$ cat config.mk
export PLATFORM = sky130hd
export DESIGN_NAME = hscci_top
export DESIGN_NICKNAME = d
export VERILOG_FILES = /design/src/hdl/hscci_top.v /design/src/hdl/hscci_sync.v
export VERILOG_INCLUDE_DIRS = /design/src /design/src/hdl
export SDC_FILE = /design/constraint.sdc
export NUM_CORES = 1
export LEC_CHECK = 0
export BUFFER_PORTS_ARGS = -buffer_cell sky130_fd_sc_hd__buf_4
export CORE_MARGIN = 1.5
export CORE_UTILIZATION = 59
export DETAILED_ROUTE_END_ITERATION = 6
export HOLD_SLACK_MARGIN = 0.08
export PLACE_DENSITY = 0.86
export SETUP_SLACK_MARGIN = 0.1
export SYNTH_ARGS = -nofsm -noshare
export SYNTH_HDL_FRONTEND = slang
export SYNTH_SLANG_ARGS = --single-unit
$ cat constraint.sdc
create_clock -name core_clk -period 3.8 [get_ports core_clk]
set_input_delay 0.57 -clock core_clk [delete_from_list [all_inputs] [get_ports core_clk]]
set_output_delay 0.57 -clock core_clk [all_outputs]
set_load 0.01 [all_outputs]
$ cat src/hdl/hscci_regs.vh
// Offsets, field positions, codes and reset values of the counter interface
`ifndef HSCCI_REGS_VH
`define HSCCI_REGS_VH

// Register port map: command words at 0..5, response words at 8..13
`define HSCCI_NWORDS 6
`define HSCCI_RSP_SEL_BIT 3
`define HSCCI_IDX_LAST 3'h5

// Command code byte in word 0
`define HSCCI_CODE_HI 15
`define HSCCI_CODE_LO 8
`define HSCCI_CODE_CFG 8'h01
`define HSCCI_CODE_LOAD 8'h02
`define HSCCI_CODE_READ 8'h03
`define HSCCI_CODE_RATE 8'h04

// Channel control bits in word 0
`define HSCCI_B_PRE1 0
`define HSCCI_B_EN1 1
`define HSCCI_B_DIS1 2
`define HSCCI_B_PRE2 4
`define HSCCI_B_EN2 5
`define HSCCI_B_DIS2 6

// Configure word 1 fields
`define HSCCI_B_QUAD 0
`define HSCCI_B_ASSERT_OFF 1
`define HSCCI_B_LOSS_HOLD 2
`define HSCCI_MODE_HI 11
`define HSCCI_MODE_LO 10

// Counter / rate-sample layouts
`define HSCCI_MODE_TWO16 2'h0
`define HSCCI_MODE_ONE32 2'h1
`define HSCCI_MODE_TWO32 2'h2
`define HSCCI_MODE_RATE 2'h3

// Output assertion codes that use the single on-time, and the off code
`define HSCCI_OUT_TIMED_A 4'h5
`define HSCCI_OUT_TIMED_B 4'h6
`define HSCCI_OUT_OFF 4'h0

// Widths, status bit positions and reset values
`define HSCCI_TIME_W 14
`define HSCCI_B_STAT_PWR 15
`define HSCCI_B_STAT_SRC1 1
`define HSCCI_B_STAT_SRC2 2
`define HSCCI_WORD_RST 16'h0000
`define HSCCI_VAL_RST 32'h0000_0000
`define HSCCI_TIME_RST 14'h0000

`endif

$ cat src/hdl/hscci_top.v
// Command and response word interface of a two-channel counter module
//
// Strobed register access and the address map were decided locally.
`timescale 1ns/100ps
`include "hscci_regs.vh"
module hscci_top #(
  parameter DW = 16,
  parameter VW = 32
) (
  // Clock and reset
  input wire core_clk,
  input wire rst_n,
  // Register port
  input wire [3:0] reg_addr,
  input wire [DW-1:0] reg_wdata,
  input wire reg_wr,
  input wire reg_rd,
  output reg [DW-1:0] reg_rdata_ff,
  // Controller scan and run state
  input wire scan_strobe,
  input wire plc_run,
  input wire bus_ok,
  input wire [DW-1:0] ofl_cfg1,
  input wire [DW-1:0] ofl_cfg2,
  // Field pins
  input wire [1:0] hw_preset,
  input wire [1:0] hw_enable,
  input wire field_pwr_ok,
  // Values from the counting datapath
  input wire [VW-1:0] cnt1_val,
  input wire [VW-1:0] cnt2_val,
  input wire [VW-1:0] rate1_val,
  input wire [VW-1:0] rate2_val,
  input wire [VW-1:0] last1_val,
  input wire [VW-1:0] last2_val,
  // Controls to the counting datapath
  output reg [1:0] cnt_en_ff,
  output reg [1:0] preset_ff,
  output reg quad_ff,
  output reg [1:0] mode_ff,
  output reg assert_en_ff,
  output reg loss_hold_ff,
  output reg [DW-1:0] out_mode_ff,
  output reg outputs_off_ff,
  output reg pwr_lost_ff,
  // Loaded parameters
  output reg [VW-1:0] max1_ff,
  output reg [VW-1:0] set1_ff,
  output reg [VW-1:0] max2_ff,
  output reg [VW-1:0] set2_ff,
  output reg [`HSCCI_TIME_W-1:0] on_time_ff,
  output reg [`HSCCI_TIME_W-1:0] rint1_ff,
  output reg [`HSCCI_TIME_W-1:0] rint2_ff
);

  // Command words as written, responses as last built
  reg [DW-1:0] cmd_ff [0:`HSCCI_NWORDS-1];
  reg [DW-1:0] rsp_ff [0:`HSCCI_NWORDS-1];
  reg [DW-1:0] nxt_rsp [0:`HSCCI_NWORDS-1];
  // Software enable state per channel
  reg [1:0] sw_en_ff;
  // Source of the latest preset, 1 = pin
  reg [1:0] pre_src_ff;
  // Previous synchronised preset pins, for edge detection
  reg [1:0] hw_pre_q_ff;
  // Previous run state, to catch the start of run
  reg run_q_ff;
  // Synchronised pins
  wire [4:0] pin_sync;
  wire [1:0] hw_pre_s;
  wire [1:0] hw_en_s;
  wire pwr_s;
  // Word 0 decoding, preset pin edges and run start
  wire [7:0] code;
  wire [DW-1:0] w0;
  wire [1:0] hw_pre_edge;
  wire [1:0] sw_pre;
  wire run_start;
  // Configure source: command words on a configure scan, else offline words at run start
  wire cfg_now;
  wire [DW-1:0] cfg1_src;
  wire [DW-1:0] cfg2_src;
  wire [1:0] cfg_mode;
  wire load_now;
  // Output modes after timed-output resolution
  reg [DW-1:0] nxt_out_mode;
  reg timed_seen;
  reg [3:0] nib;
  integer k;
  // Separate loop index for the response builder, one driver each
  integer kr;
  genvar g;

  // Pins pass two flops before any logic sees them
  hscci_sync #(
    .W(5)
  ) u_sync (
    .core_clk(core_clk),
    .rst_n(rst_n),
    .async_in({field_pwr_ok, hw_enable, hw_preset}),
    .sync_out(pin_sync)
  );

  assign hw_pre_s = pin_sync[1:0];
  assign hw_en_s = pin_sync[3:2];
  assign pwr_s = pin_sync[4];

  assign w0 = cmd_ff[0];
  // Code byte sits beside the channel controls
  assign code = w0[`HSCCI_CODE_HI:`HSCCI_CODE_LO];
  assign hw_pre_edge = hw_pre_s & ~hw_pre_q_ff;
  assign sw_pre = {w0[`HSCCI_B_PRE2], w0[`HSCCI_B_PRE1]} &
                  {2{scan_strobe}};
  assign run_start = plc_run & ~run_q_ff;
  // Command configure wins over offline words in the same cycle
  assign cfg_now = run_start |
                   (scan_strobe && code == `HSCCI_CODE_CFG);
  assign cfg1_src = (scan_strobe && code == `HSCCI_CODE_CFG) ?
                    cmd_ff[1] : ofl_cfg1;
  assign cfg2_src = (scan_strobe && code == `HSCCI_CODE_CFG) ?
                    cmd_ff[2] : ofl_cfg2;
  assign cfg_mode = cfg1_src[`HSCCI_MODE_HI:`HSCCI_MODE_LO];
  assign load_now = scan_strobe && code == `HSCCI_CODE_LOAD;

  // Command words, one per generate entry
  generate
    for (g = 0; g < `HSCCI_NWORDS; g = g + 1)
    begin : g_cmd
      always @(posedge core_clk or negedge rst_n)
      begin
        if (!rst_n)
          cmd_ff[g] <= `HSCCI_WORD_RST;
        else if (reg_wr && !reg_addr[`HSCCI_RSP_SEL_BIT] &&
                 reg_addr[2:0] == g)
          cmd_ff[g] <= reg_wdata;
      end
    end
  endgenerate

  // Register read: data stand one cycle, unmapped reads give zero
  always @(posedge core_clk or negedge rst_n)
  begin
    if (!rst_n)
      reg_rdata_ff <= `HSCCI_WORD_RST;
    else if (reg_rd && reg_addr[2:0] <= `HSCCI_IDX_LAST)
    begin
      // Bit 3 selects the response bank
      if (reg_addr[`HSCCI_RSP_SEL_BIT])
        reg_rdata_ff <= rsp_ff[reg_addr[2:0]];
      else
        reg_rdata_ff <= cmd_ff[reg_addr[2:0]];
    end
    else
      reg_rdata_ff <= `HSCCI_WORD_RST;
  end

  // Keep only the first output set to a timed mode
  always @*
  begin
    nxt_out_mode = cfg2_src;
    timed_seen = 1'b0;
    nib = `HSCCI_OUT_OFF;
    // Nibble 3 (output 1A) is scanned first
    for (k = 3; k >= 0; k = k - 1)
    begin
      nib = cfg2_src[k*4 +: 4];
      if (nib == `HSCCI_OUT_TIMED_A || nib == `HSCCI_OUT_TIMED_B)
      begin
        if (timed_seen)
          nxt_out_mode[k*4 +: 4] = `HSCCI_OUT_OFF;
        timed_seen = 1'b1;
      end
    end
  end

  // Channel enables and presets; command bits acted on once per scan, pins every cycle
  always @(posedge core_clk or negedge rst_n)
  begin
    if (!rst_n)
    begin
      sw_en_ff <= 2'h3;
      cnt_en_ff <= 2'h0;
      preset_ff <= 2'h0;
      pre_src_ff <= 2'h0;
      hw_pre_q_ff <= 2'h0;
      run_q_ff <= 1'b0;
    end
    else
    begin
      hw_pre_q_ff <= hw_pre_s;
      run_q_ff <= plc_run;
      if (scan_strobe)
      begin
        // Disable wins if both bits are set
        if (w0[`HSCCI_B_DIS1])
          sw_en_ff[0] <= 1'b0;
        else if (w0[`HSCCI_B_EN1])
          sw_en_ff[0] <= 1'b1;
        if (w0[`HSCCI_B_DIS2])
          sw_en_ff[1] <= 1'b0;
        else if (w0[`HSCCI_B_EN2])
          sw_en_ff[1] <= 1'b1;
      end
      // Either source alone can stop counting
      cnt_en_ff <= sw_en_ff & hw_en_s;
      // Each preset reloads the counter, so the latest one sticks
      preset_ff <= hw_pre_edge | sw_pre;
      // Pin wins only if both arrive in one cycle
      if (hw_pre_edge[0])
        pre_src_ff[0] <= 1'b1;
      else if (sw_pre[0])
        pre_src_ff[0] <= 1'b0;
      if (hw_pre_edge[1])
        pre_src_ff[1] <= 1'b1;
      else if (sw_pre[1])
        pre_src_ff[1] <= 1'b0;
    end
  end

  // Configuration, from offline words at run start or command 1
  always @(posedge core_clk or negedge rst_n)
  begin
    if (!rst_n)
    begin
      quad_ff <= 1'b0;
      mode_ff <= `HSCCI_MODE_TWO16;
      assert_en_ff <= 1'b0;
      loss_hold_ff <= 1'b0;
      out_mode_ff <= `HSCCI_WORD_RST;
    end
    else if (cfg_now)
    begin
      // Pulse or quadrature inputs
      quad_ff <= cfg1_src[`HSCCI_B_QUAD];
      // One mode field for both channels
      mode_ff <= cfg_mode;
      // Assertion is blocked in two-32 and rate layouts
      assert_en_ff <= !cfg1_src[`HSCCI_B_ASSERT_OFF] &&
                      (cfg_mode == `HSCCI_MODE_TWO16 ||
                       cfg_mode == `HSCCI_MODE_ONE32);
      loss_hold_ff <= cfg1_src[`HSCCI_B_LOSS_HOLD];
      out_mode_ff <= nxt_out_mode;
    end
  end

  // Outputs off on bus loss unless configured to hold
  always @(posedge core_clk or negedge rst_n)
  begin
    if (!rst_n)
    begin
      outputs_off_ff <= 1'b1;
      pwr_lost_ff <= 1'b0;
    end
    else
    begin
      outputs_off_ff <= !assert_en_ff || (!bus_ok && !loss_hold_ff);
      pwr_lost_ff <= !pwr_s;
    end
  end

  // Load values; format follows the configured mode
  always @(posedge core_clk or negedge rst_n)
  begin
    if (!rst_n)
    begin
      max1_ff <= `HSCCI_VAL_RST;
      set1_ff <= `HSCCI_VAL_RST;
      max2_ff <= `HSCCI_VAL_RST;
      set2_ff <= `HSCCI_VAL_RST;
      on_time_ff <= `HSCCI_TIME_RST;
      rint1_ff <= `HSCCI_TIME_RST;
      rint2_ff <= `HSCCI_TIME_RST;
    end
    else if (load_now)
    begin
      // Zero words and zero pairs change nothing
      case (mode_ff)
        `HSCCI_MODE_TWO16:
        begin
          if (cmd_ff[1] != 0)
            max1_ff <= {{(VW-DW){1'b0}}, cmd_ff[1]};
          if (cmd_ff[2] != 0)
            set1_ff <= {{(VW-DW){1'b0}}, cmd_ff[2]};
          if (cmd_ff[3] != 0)
            max2_ff <= {{(VW-DW){1'b0}}, cmd_ff[3]};
          if (cmd_ff[4] != 0)
            set2_ff <= {{(VW-DW){1'b0}}, cmd_ff[4]};
          if (cmd_ff[5] != 0)
            on_time_ff <= cmd_ff[5][`HSCCI_TIME_W-1:0];
        end
        `HSCCI_MODE_ONE32:
        begin
          // Low word first, high word second
          if ({cmd_ff[2], cmd_ff[1]} != 0)
            max1_ff <= {cmd_ff[2], cmd_ff[1]};
          if ({cmd_ff[4], cmd_ff[3]} != 0)
            set1_ff <= {cmd_ff[4], cmd_ff[3]};
          if (cmd_ff[5] != 0)
            on_time_ff <= cmd_ff[5][`HSCCI_TIME_W-1:0];
        end
        `HSCCI_MODE_TWO32:
        begin
          if ({cmd_ff[2], cmd_ff[1]} != 0)
            max1_ff <= {cmd_ff[2], cmd_ff[1]};
          if ({cmd_ff[4], cmd_ff[3]} != 0)
            max2_ff <= {cmd_ff[4], cmd_ff[3]};
        end
        default:
        begin
          // Rate-sample intervals in milliseconds
          if (cmd_ff[1] != 0)
            rint1_ff <= cmd_ff[1][`HSCCI_TIME_W-1:0];
          if (cmd_ff[2] != 0)
            rint2_ff <= cmd_ff[2][`HSCCI_TIME_W-1:0];
        end
      endcase
    end
  end

  // Build all six responses from one snapshot
  always @*
  begin
    for (kr = 0; kr < `HSCCI_NWORDS; kr = kr + 1)
      nxt_rsp[kr] = cmd_ff[kr];
    case (code)
      `HSCCI_CODE_CFG, `HSCCI_CODE_LOAD:
      begin
        // Same echo layout for both
        for (kr = 0; kr < `HSCCI_NWORDS; kr = kr + 1)
          nxt_rsp[kr] = cmd_ff[kr];
      end
      `HSCCI_CODE_READ:
      begin
        // Only word 0 is read from the command side
        nxt_rsp[1] = cnt1_val[DW-1:0];
        nxt_rsp[2] = cnt1_val[VW-1:DW];
        nxt_rsp[3] = cnt2_val[DW-1:0];
        nxt_rsp[4] = cnt2_val[VW-1:DW];
      end
      `HSCCI_CODE_RATE:
      begin
        // Rate data in rate mode, else count before preset
        if (mode_ff == `HSCCI_MODE_RATE)
        begin
          nxt_rsp[1] = rate1_val[DW-1:0];
          nxt_rsp[2] = rate1_val[VW-1:DW];
          nxt_rsp[3] = rate2_val[DW-1:0];
          nxt_rsp[4] = rate2_val[VW-1:DW];
        end
        else
        begin
          nxt_rsp[1] = last1_val[DW-1:0];
          nxt_rsp[2] = last1_val[VW-1:DW];
          nxt_rsp[3] = last2_val[DW-1:0];
          nxt_rsp[4] = last2_val[VW-1:DW];
        end
      end
      default:
      begin
        // Code 0 and unknown codes track the mode
        if (mode_ff == `HSCCI_MODE_RATE)
        begin
          nxt_rsp[1] = rate1_val[DW-1:0];
          nxt_rsp[2] = rate1_val[VW-1:DW];
          nxt_rsp[3] = rate2_val[DW-1:0];
          nxt_rsp[4] = rate2_val[VW-1:DW];
        end
        else
        begin
          nxt_rsp[1] = cnt1_val[DW-1:0];
          nxt_rsp[2] = cnt1_val[VW-1:DW];
          nxt_rsp[3] = cnt2_val[DW-1:0];
          nxt_rsp[4] = cnt2_val[VW-1:DW];
        end
      end
    endcase
    // Data responses carry a status word last
    if (code != `HSCCI_CODE_CFG && code != `HSCCI_CODE_LOAD)
    begin
      nxt_rsp[5] = `HSCCI_WORD_RST;
      nxt_rsp[5][`HSCCI_B_STAT_PWR] = pwr_lost_ff;
      nxt_rsp[5][`HSCCI_B_STAT_SRC1] = pre_src_ff[0];
      nxt_rsp[5][`HSCCI_B_STAT_SRC2] = pre_src_ff[1];
    end
  end

  // Responses change only on a scan, all six at once
  generate
    for (g = 0; g < `HSCCI_NWORDS; g = g + 1)
    begin : g_rsp
      always @(posedge core_clk or negedge rst_n)
      begin
        if (!rst_n)
          rsp_ff[g] <= `HSCCI_WORD_RST;
        else if (scan_strobe)
          rsp_ff[g] <= nxt_rsp[g];
      end
    end
  endgenerate

endmodule

$ cat src/hdl/hscci_sync.v
// Two-stage synchroniser for a group of pin levels
`timescale 1ns/100ps
module hscci_sync #(
  parameter W = 5
) (
  // Clock and reset
  input wire core_clk,
  input wire rst_n,
  // Asynchronous levels in, synchronised levels out
  input wire [W-1:0] async_in,
  output wire [W-1:0] sync_out
);

  genvar g;

  // One pair of flops per bit; the first stage feeds only the second
  generate
    for (g = 0; g < W; g = g + 1)
    begin : g_bit
      reg meta_ff;
      reg stab_ff;
      always @(posedge core_clk or negedge rst_n)
      begin
        if (!rst_n)
        begin
          meta_ff <= 1'b0;
          stab_ff <= 1'b0;
        end
        else
        begin
          meta_ff <= async_in[g];
          stab_ff <= meta_ff;
        end
      end
      assign sync_out[g] = stab_ff;
    end
  endgenerate

endmodule

* Word level (Yosys, flattened, before mapping)
Index checks and enable logic that the tools add are counted.
Storage, ports and cells: register bits 406, input port bits 256, output and inout bits 213
Operators by class: $lt $le $gt $ge 2, equal/unequal tests 29, muxes and demuxes 39, bitwise logic cells 10, reduce and logical (&&, ||, !) cells 55
Operators by type and width (count):
- one-hot mux 32 bit (2 select lines) | 3
- one-hot mux 64 bit (3 select lines) | 1
- two-way mux 32 bit | 5
- two-way mux 16 bit | 8
- two-way mux 64 bit | 2
- binary-select mux 16 bit (select 3 bit) | 2
- nonzero test 16 bit | 5
- nonzero test 32 bit | 2
- == test 4 x 3 -> 1 bit, second input constant | 8
- two-way mux 4 bit | 6
- == test 8 x 2 -> 1 bit, second input constant | 2
- nonzero test 2 bit | 7
- logical AND 1 bit | 13
- two-way mux 12 bit | 1
- AND reduction 3 bit | 4
- AND reduction 4 bit | 3
- two-way mux 1 bit | 11
- != test 2 bit, second input constant | 5
- == test 8 x 1 -> 1 bit, second input constant | 1
- == test 8 x 3 -> 1 bit, second input constant | 1
- != test 8 x 1 -> 1 bit, second input constant | 1
- != test 8 x 2 -> 1 bit, second input constant | 1
- bitwise AND 2 bit | 3
- == test 3 x 2 -> 1 bit, second input constant | 2
- other kinds (20) | 38

* Depth between registers and ports, before layout
depth in word-level cells 10, depth in mapped cells 9, gate-level depth less buffers 6

* By module
From an unflattened synthesis, not the netlist that was laid out.
Unflattened totals: cells, all modules 1683, area, all modules 20425.8 µm²
By module, submodules not included:
- hscci_top | times used 1, cells an instance 1668, area an instance 20138.1 µm², seq. area each 9913.3 µm²
- hscci_sync | times used 1, cells an instance 15, area an instance 287.8 µm², seq. area each 250.2 µm²

* Worst setup path before layout
OpenSTA, ideal clock, no wires.
path type input to register, start point in reg_addr[3], end point reg cmd_ff[37] (netlist name), arrival time 2.328 ns, setup slack 1.347 ns, stages 6, buffers on the path 2, cells stage by stage clkbuf_1 -> inv_2 -> nand3_1 -> nor3b_1 -> buf_2 -> mux2_2
On the way: longest elaborated chain between the ends 3
RTL lines:
- start, declared | line hscci_top.v:14 | input wire [3:0] reg_addr,
- logical NOT 1 bit | line hscci_top.v:133 | else if (reg_wr && !reg_addr[`HSCCI_RSP_SEL_BIT] &&
- logical AND 1 bit (2 in a row) | line hscci_top.v:133
- end signal, assigned by index | line hscci_top.v:132 | cmd_ff[g] <= `HSCCI_WORD_RST;
- end signal, assigned by index | line hscci_top.v:135 | cmd_ff[g] <= reg_wdata;
- end, declared | line hscci_top.v:57 | reg [DW-1:0] cmd_ff [0:`HSCCI_NWORDS-1];
Every way passes these cells. A chain may end at the register's enable or synchronous reset.

* Worst setup path after layout
start point reg cmd_ff (netlist bit w0[14]), end point reg rint2_ff[5]
On the way: longest elaborated chain between the ends 3
RTL lines:
- == test 8 x 2 -> 1 bit
- logical AND 1 bit (no source line)
- AND reduction 3 bit (no source line)
- end signal, assigned | line hscci_top.v:272 | rint2_ff <= `HSCCI_TIME_RST;
- end signal, assigned | line hscci_top.v:314 | rint2_ff <= cmd_ff[2][`HSCCI_TIME_W-1:0];
- end, declared | line hscci_top.v:53 | output reg [`HSCCI_TIME_W-1:0] rint2_ff
Every way passes these cells.

==> metrics <==
Hold Buf Count CTS=0; GP Congestion=around 0.97; fmax=~0.33 GHz; Async S/R FF share, synth=100%; mean area per synthesized cell=roughly 12 µm²; reg2reg end=rint2_ff[5]$_DFFE_PN0P_; nets=between 2000 and 2500; Final Cell Area=around 26000 µm²; critical path type=reg -> reg; actual slew at the worst max-slew pin=roughly 1.2 ns; status=complete, no violations; Req. time, crit path=4.24 ns; later-pin clock latency in the skew report=about 0.56 ns; post-route setup slack=~0.76 ns; worst-path fanout max=15; DRC=0; worst hold slack=about 0.082 ns; Peak VDD IR=0.458 mV; flops & latches, synth=about 400; met1 Track Usage GR=49.9%; Worst setup EP type=flip-flop; number of global-route vias before repair=around 17000; share of cells above drive strength 1=a little over two fifths; Slew headroom=22.5%; GR Util met2=about three fifths; post-route insts no fill=around 2600; die height=~190 µm; Fin Setup TNS=0 ns; Distinct cells, synth=62; reg2reg start=w0[14]$_DFFE_PN0P_; most frequent cell after synthesis=dfrtp_1; switching share of total power=32.6%; HP Class=in -> async; Comb pwr share=28.8%; clock share of power=roughly 31%; Clock Tree Root=clkbuf_16; CP startpoint kind=flip-flop; TritonCTS clock tree=done; gr usage total=a little under 40%; Detail Placement HPWL=48400 µm; Num CTS Buffers=42; Yosys top cell area share=49.5%; Primary FF master, synth=dfrtp_1; pre-CTS setup slack=approximately 0.88 ns; IO Count=469; Worst setup startpoint=w0[14]$_DFFE_PN0P_; GRT Residual Overflow=0; register area share after synthesis=49.8%; register share of total power=40.7%; DIE WIDTH=approximately 190 µm; antenna violations before repair=5; internal power=about 11 mW; number of enable flip-flop cells after synthesis=0; first-pass GRT wire length=around 100000 µm; Max Transition Viols Final=0; H-Tree Depth=2; std cell rows=between 60 and 70; leakage dissipation=between 10 and 15 nW; GRT busiest layer=met2; Mapped Cells=~1700; Num Clock Sinks=between 400 and 500; Max Cap Viol=0; Tcrit/Tclk final=between 80% and 90%; setup violators final=0; Area contributors post-synth=dfrtp_1 (49%), mux2_2 (16%), mux4_2 (5.2%); Post-CTS Setup Inserts=0; PD cells=about 600 nW/µm²; Vias/cell=about 6.6; PostCTS Resize Cnt=0; placed inst area=roughly 24000 µm²; Final min period=roughly 3.0 ns; pin count of the biggest net entering global routing=about 110; post-DR wirelength/cell=around 27 µm; R2R Setup Slk=about 0.76 ns; Commonest cells post-synth=dfrtp_1 (403), mux2_2 (285), nand2_1 (138); final hold violation count=0; Cell Count Post-Placement=2472; CP arrival=about 3.5 ns; Worst-path clk slew=around 0.06 ns; Port-buffer cells=between 400 and 500; Mapped Area=between 20000 and 25000 µm²; DRT iter0 DRCs=1657; area grow syn2layout=26.1%; first-pass iteration count of the detailed router=5; Core Area=33800 µm²; Synth Warn #=0; FF-to-FF path depth=5; clk buf depth=3; switching pwr=~5.2 mW; crit path to=rint2_ff[5]$_DFFE_PN0P_; Die Area=35700 µm²; RSZ-0062 raised after global routing=no; Layout Skew=just under 0.02 ns; Final Routed Wirelength=69400 µm; GR Util met3=~9%; Final ANT Viol Nets=0; leading area contributor after synthesis=dfrtp_1; Initial Utilization=60.3%; via count=~17000
power by group through the flow:
stage	logic, mW	registers, mW	clock network (mW)
finish	4.57	6.47	4.85
global route	4.84	6.52	5.05
CTS	4.53	6.41	4.86
detailed placement	4.47	6.46	0
global placement	4.33	6.42	0
floorplan	2.48	6.15	0
state kept, by name, indices dropped and copies added (netlist names), 5 cells and up:
register,count
rsp_ff,96
cmd_ff,80
max1_ff,32
max2_ff,32
set1_ff,32
out_mode_ff,16
reg_rdata_ff,16
set2_ff,16
w0,16
on_time_ff,14
rint1_ff,14
rint2_ff,14
u_sync.g_bit.meta_ff,5
u_sync.g_bit.stab_ff,5
final cells by class:
| cell class | count | area [µm²] |
|---|---|---|
| Inverter | 48 | 180 |
| Clock inverter | 20 | 425 |
| Fill cell | 2123 | 8070 |
| Tap cell | 448 | 561 |
| Clock buffer | 58 | 1210 |
| Timing Repair Buffer | 483 | 3700 |
| Multi-Input combinational cell | 1087 | 9470 |
| Antenna cell | 4 | 10.0 |
| Sequential cell | 406 | 10200 |
layer usage:
layer	up-vias	part of all wire, %
met3	264	10
met2	1159	47
li1	6948	-
met1	8372	36
met4	0	6.5
met5	-	0
cells by family after synthesis:
family                     Yosys count  synth area share [%]
DFF                                406                  49.8
buffers and inverters              200                  4.24
other                                1                0.0184
adders and majority gates           48                  2.41
muxes                              436                  26.4
xor gates and xnor gates             9                 0.387
and+or+nand+nor                    286                  6.65
AOI/OAI and AO/OA                  292                  10.1
layout by cell type (no fill, tap or decap), drive strengths merged, types with 3 or more instances in the layout:
| cell | netlist | layout |
|---|---|---|
| a21oi | 48 | 48 |
| mux4 | 47 | 47 |
| nand4 | 7 | 7 |
| and2 | 6 | 6 |
| nand3b | 3 | 3 |
| dfstp | 3 | 3 |
| nor2b | 3 | 3 |
| a221o | 3 | 3 |
| xnor2 | 4 | 4 |
| clkbuf | 94 | 58 |
| diode | 0 | 4 |
| nand2b | 5 | 5 |
| nand3 | 17 | 17 |
| nand2 | 139 | 139 |
| bufinv | 0 | 12 |
| a32oi | 44 | 44 |
| maj3 | 44 | 44 |
| nor4 | 27 | 27 |
| mux2i | 90 | 90 |
| buf | 58 | 483 |
| o21ai | 57 | 57 |
| inv | 47 | 47 |
| dfrtp | 403 | 403 |
| a22oi | 19 | 19 |
| nor2 | 65 | 65 |
| a221oi | 22 | 22 |
| ha | 4 | 4 |
| xor2 | 5 | 5 |
| conb | 1 | 16 |
| o22ai | 44 | 44 |
| nor3 | 5 | 5 |
| a22o | 39 | 39 |
| clkinv | 1 | 8 |
| mux2 | 299 | 299 |
worst max-delay path, stage by stage (launching register included):
cell and delay, ns:
dfrtp_1 0.44, or4_1 0.84, nor3_4 0.38, buf_4 0.24, nand3b_1 0.53, mux2_2 0.50
worst min path at each step:
| stage | from | end | slack (ns) | cells past startpoint |
|---|---|---|---|---|
| floorplan | rst_n | assert_en_ff$_DFFE_PN0P_ | 0.27 | 0 |
| detailed placement | u_sync.g_bit[1].meta_ff$_DFF_PN0_ | u_sync.g_bit[1].stab_ff$_DFF_PN0_ | 0.34 | 0 |
| global placement | u_sync.g_bit[4].meta_ff$_DFF_PN0_ | u_sync.g_bit[4].stab_ff$_DFF_PN0_ | 0.33 | 0 |
| finish | rst_n | max2_ff[27]$_DFFE_PN0P_ | 0.08 | 1 |
| global route | hw_preset[1] | u_sync.g_bit[1].meta_ff$_DFF_PN0_ | 0.13 | 1 |
| CTS | hw_preset[1] | u_sync.g_bit[1].meta_ff$_DFF_PN0_ | 0.13 | 1 |
metrics by stage:
step                power [mW]  util, %
floorplan                 8.63        -
global placement          10.8     71.2
detailed placement        10.9     71.2
CTS                       15.8     76.1
global route              16.4     76.1
finish                    15.9     76.1
No activity file was read; power rests on OpenSTA's default activity.
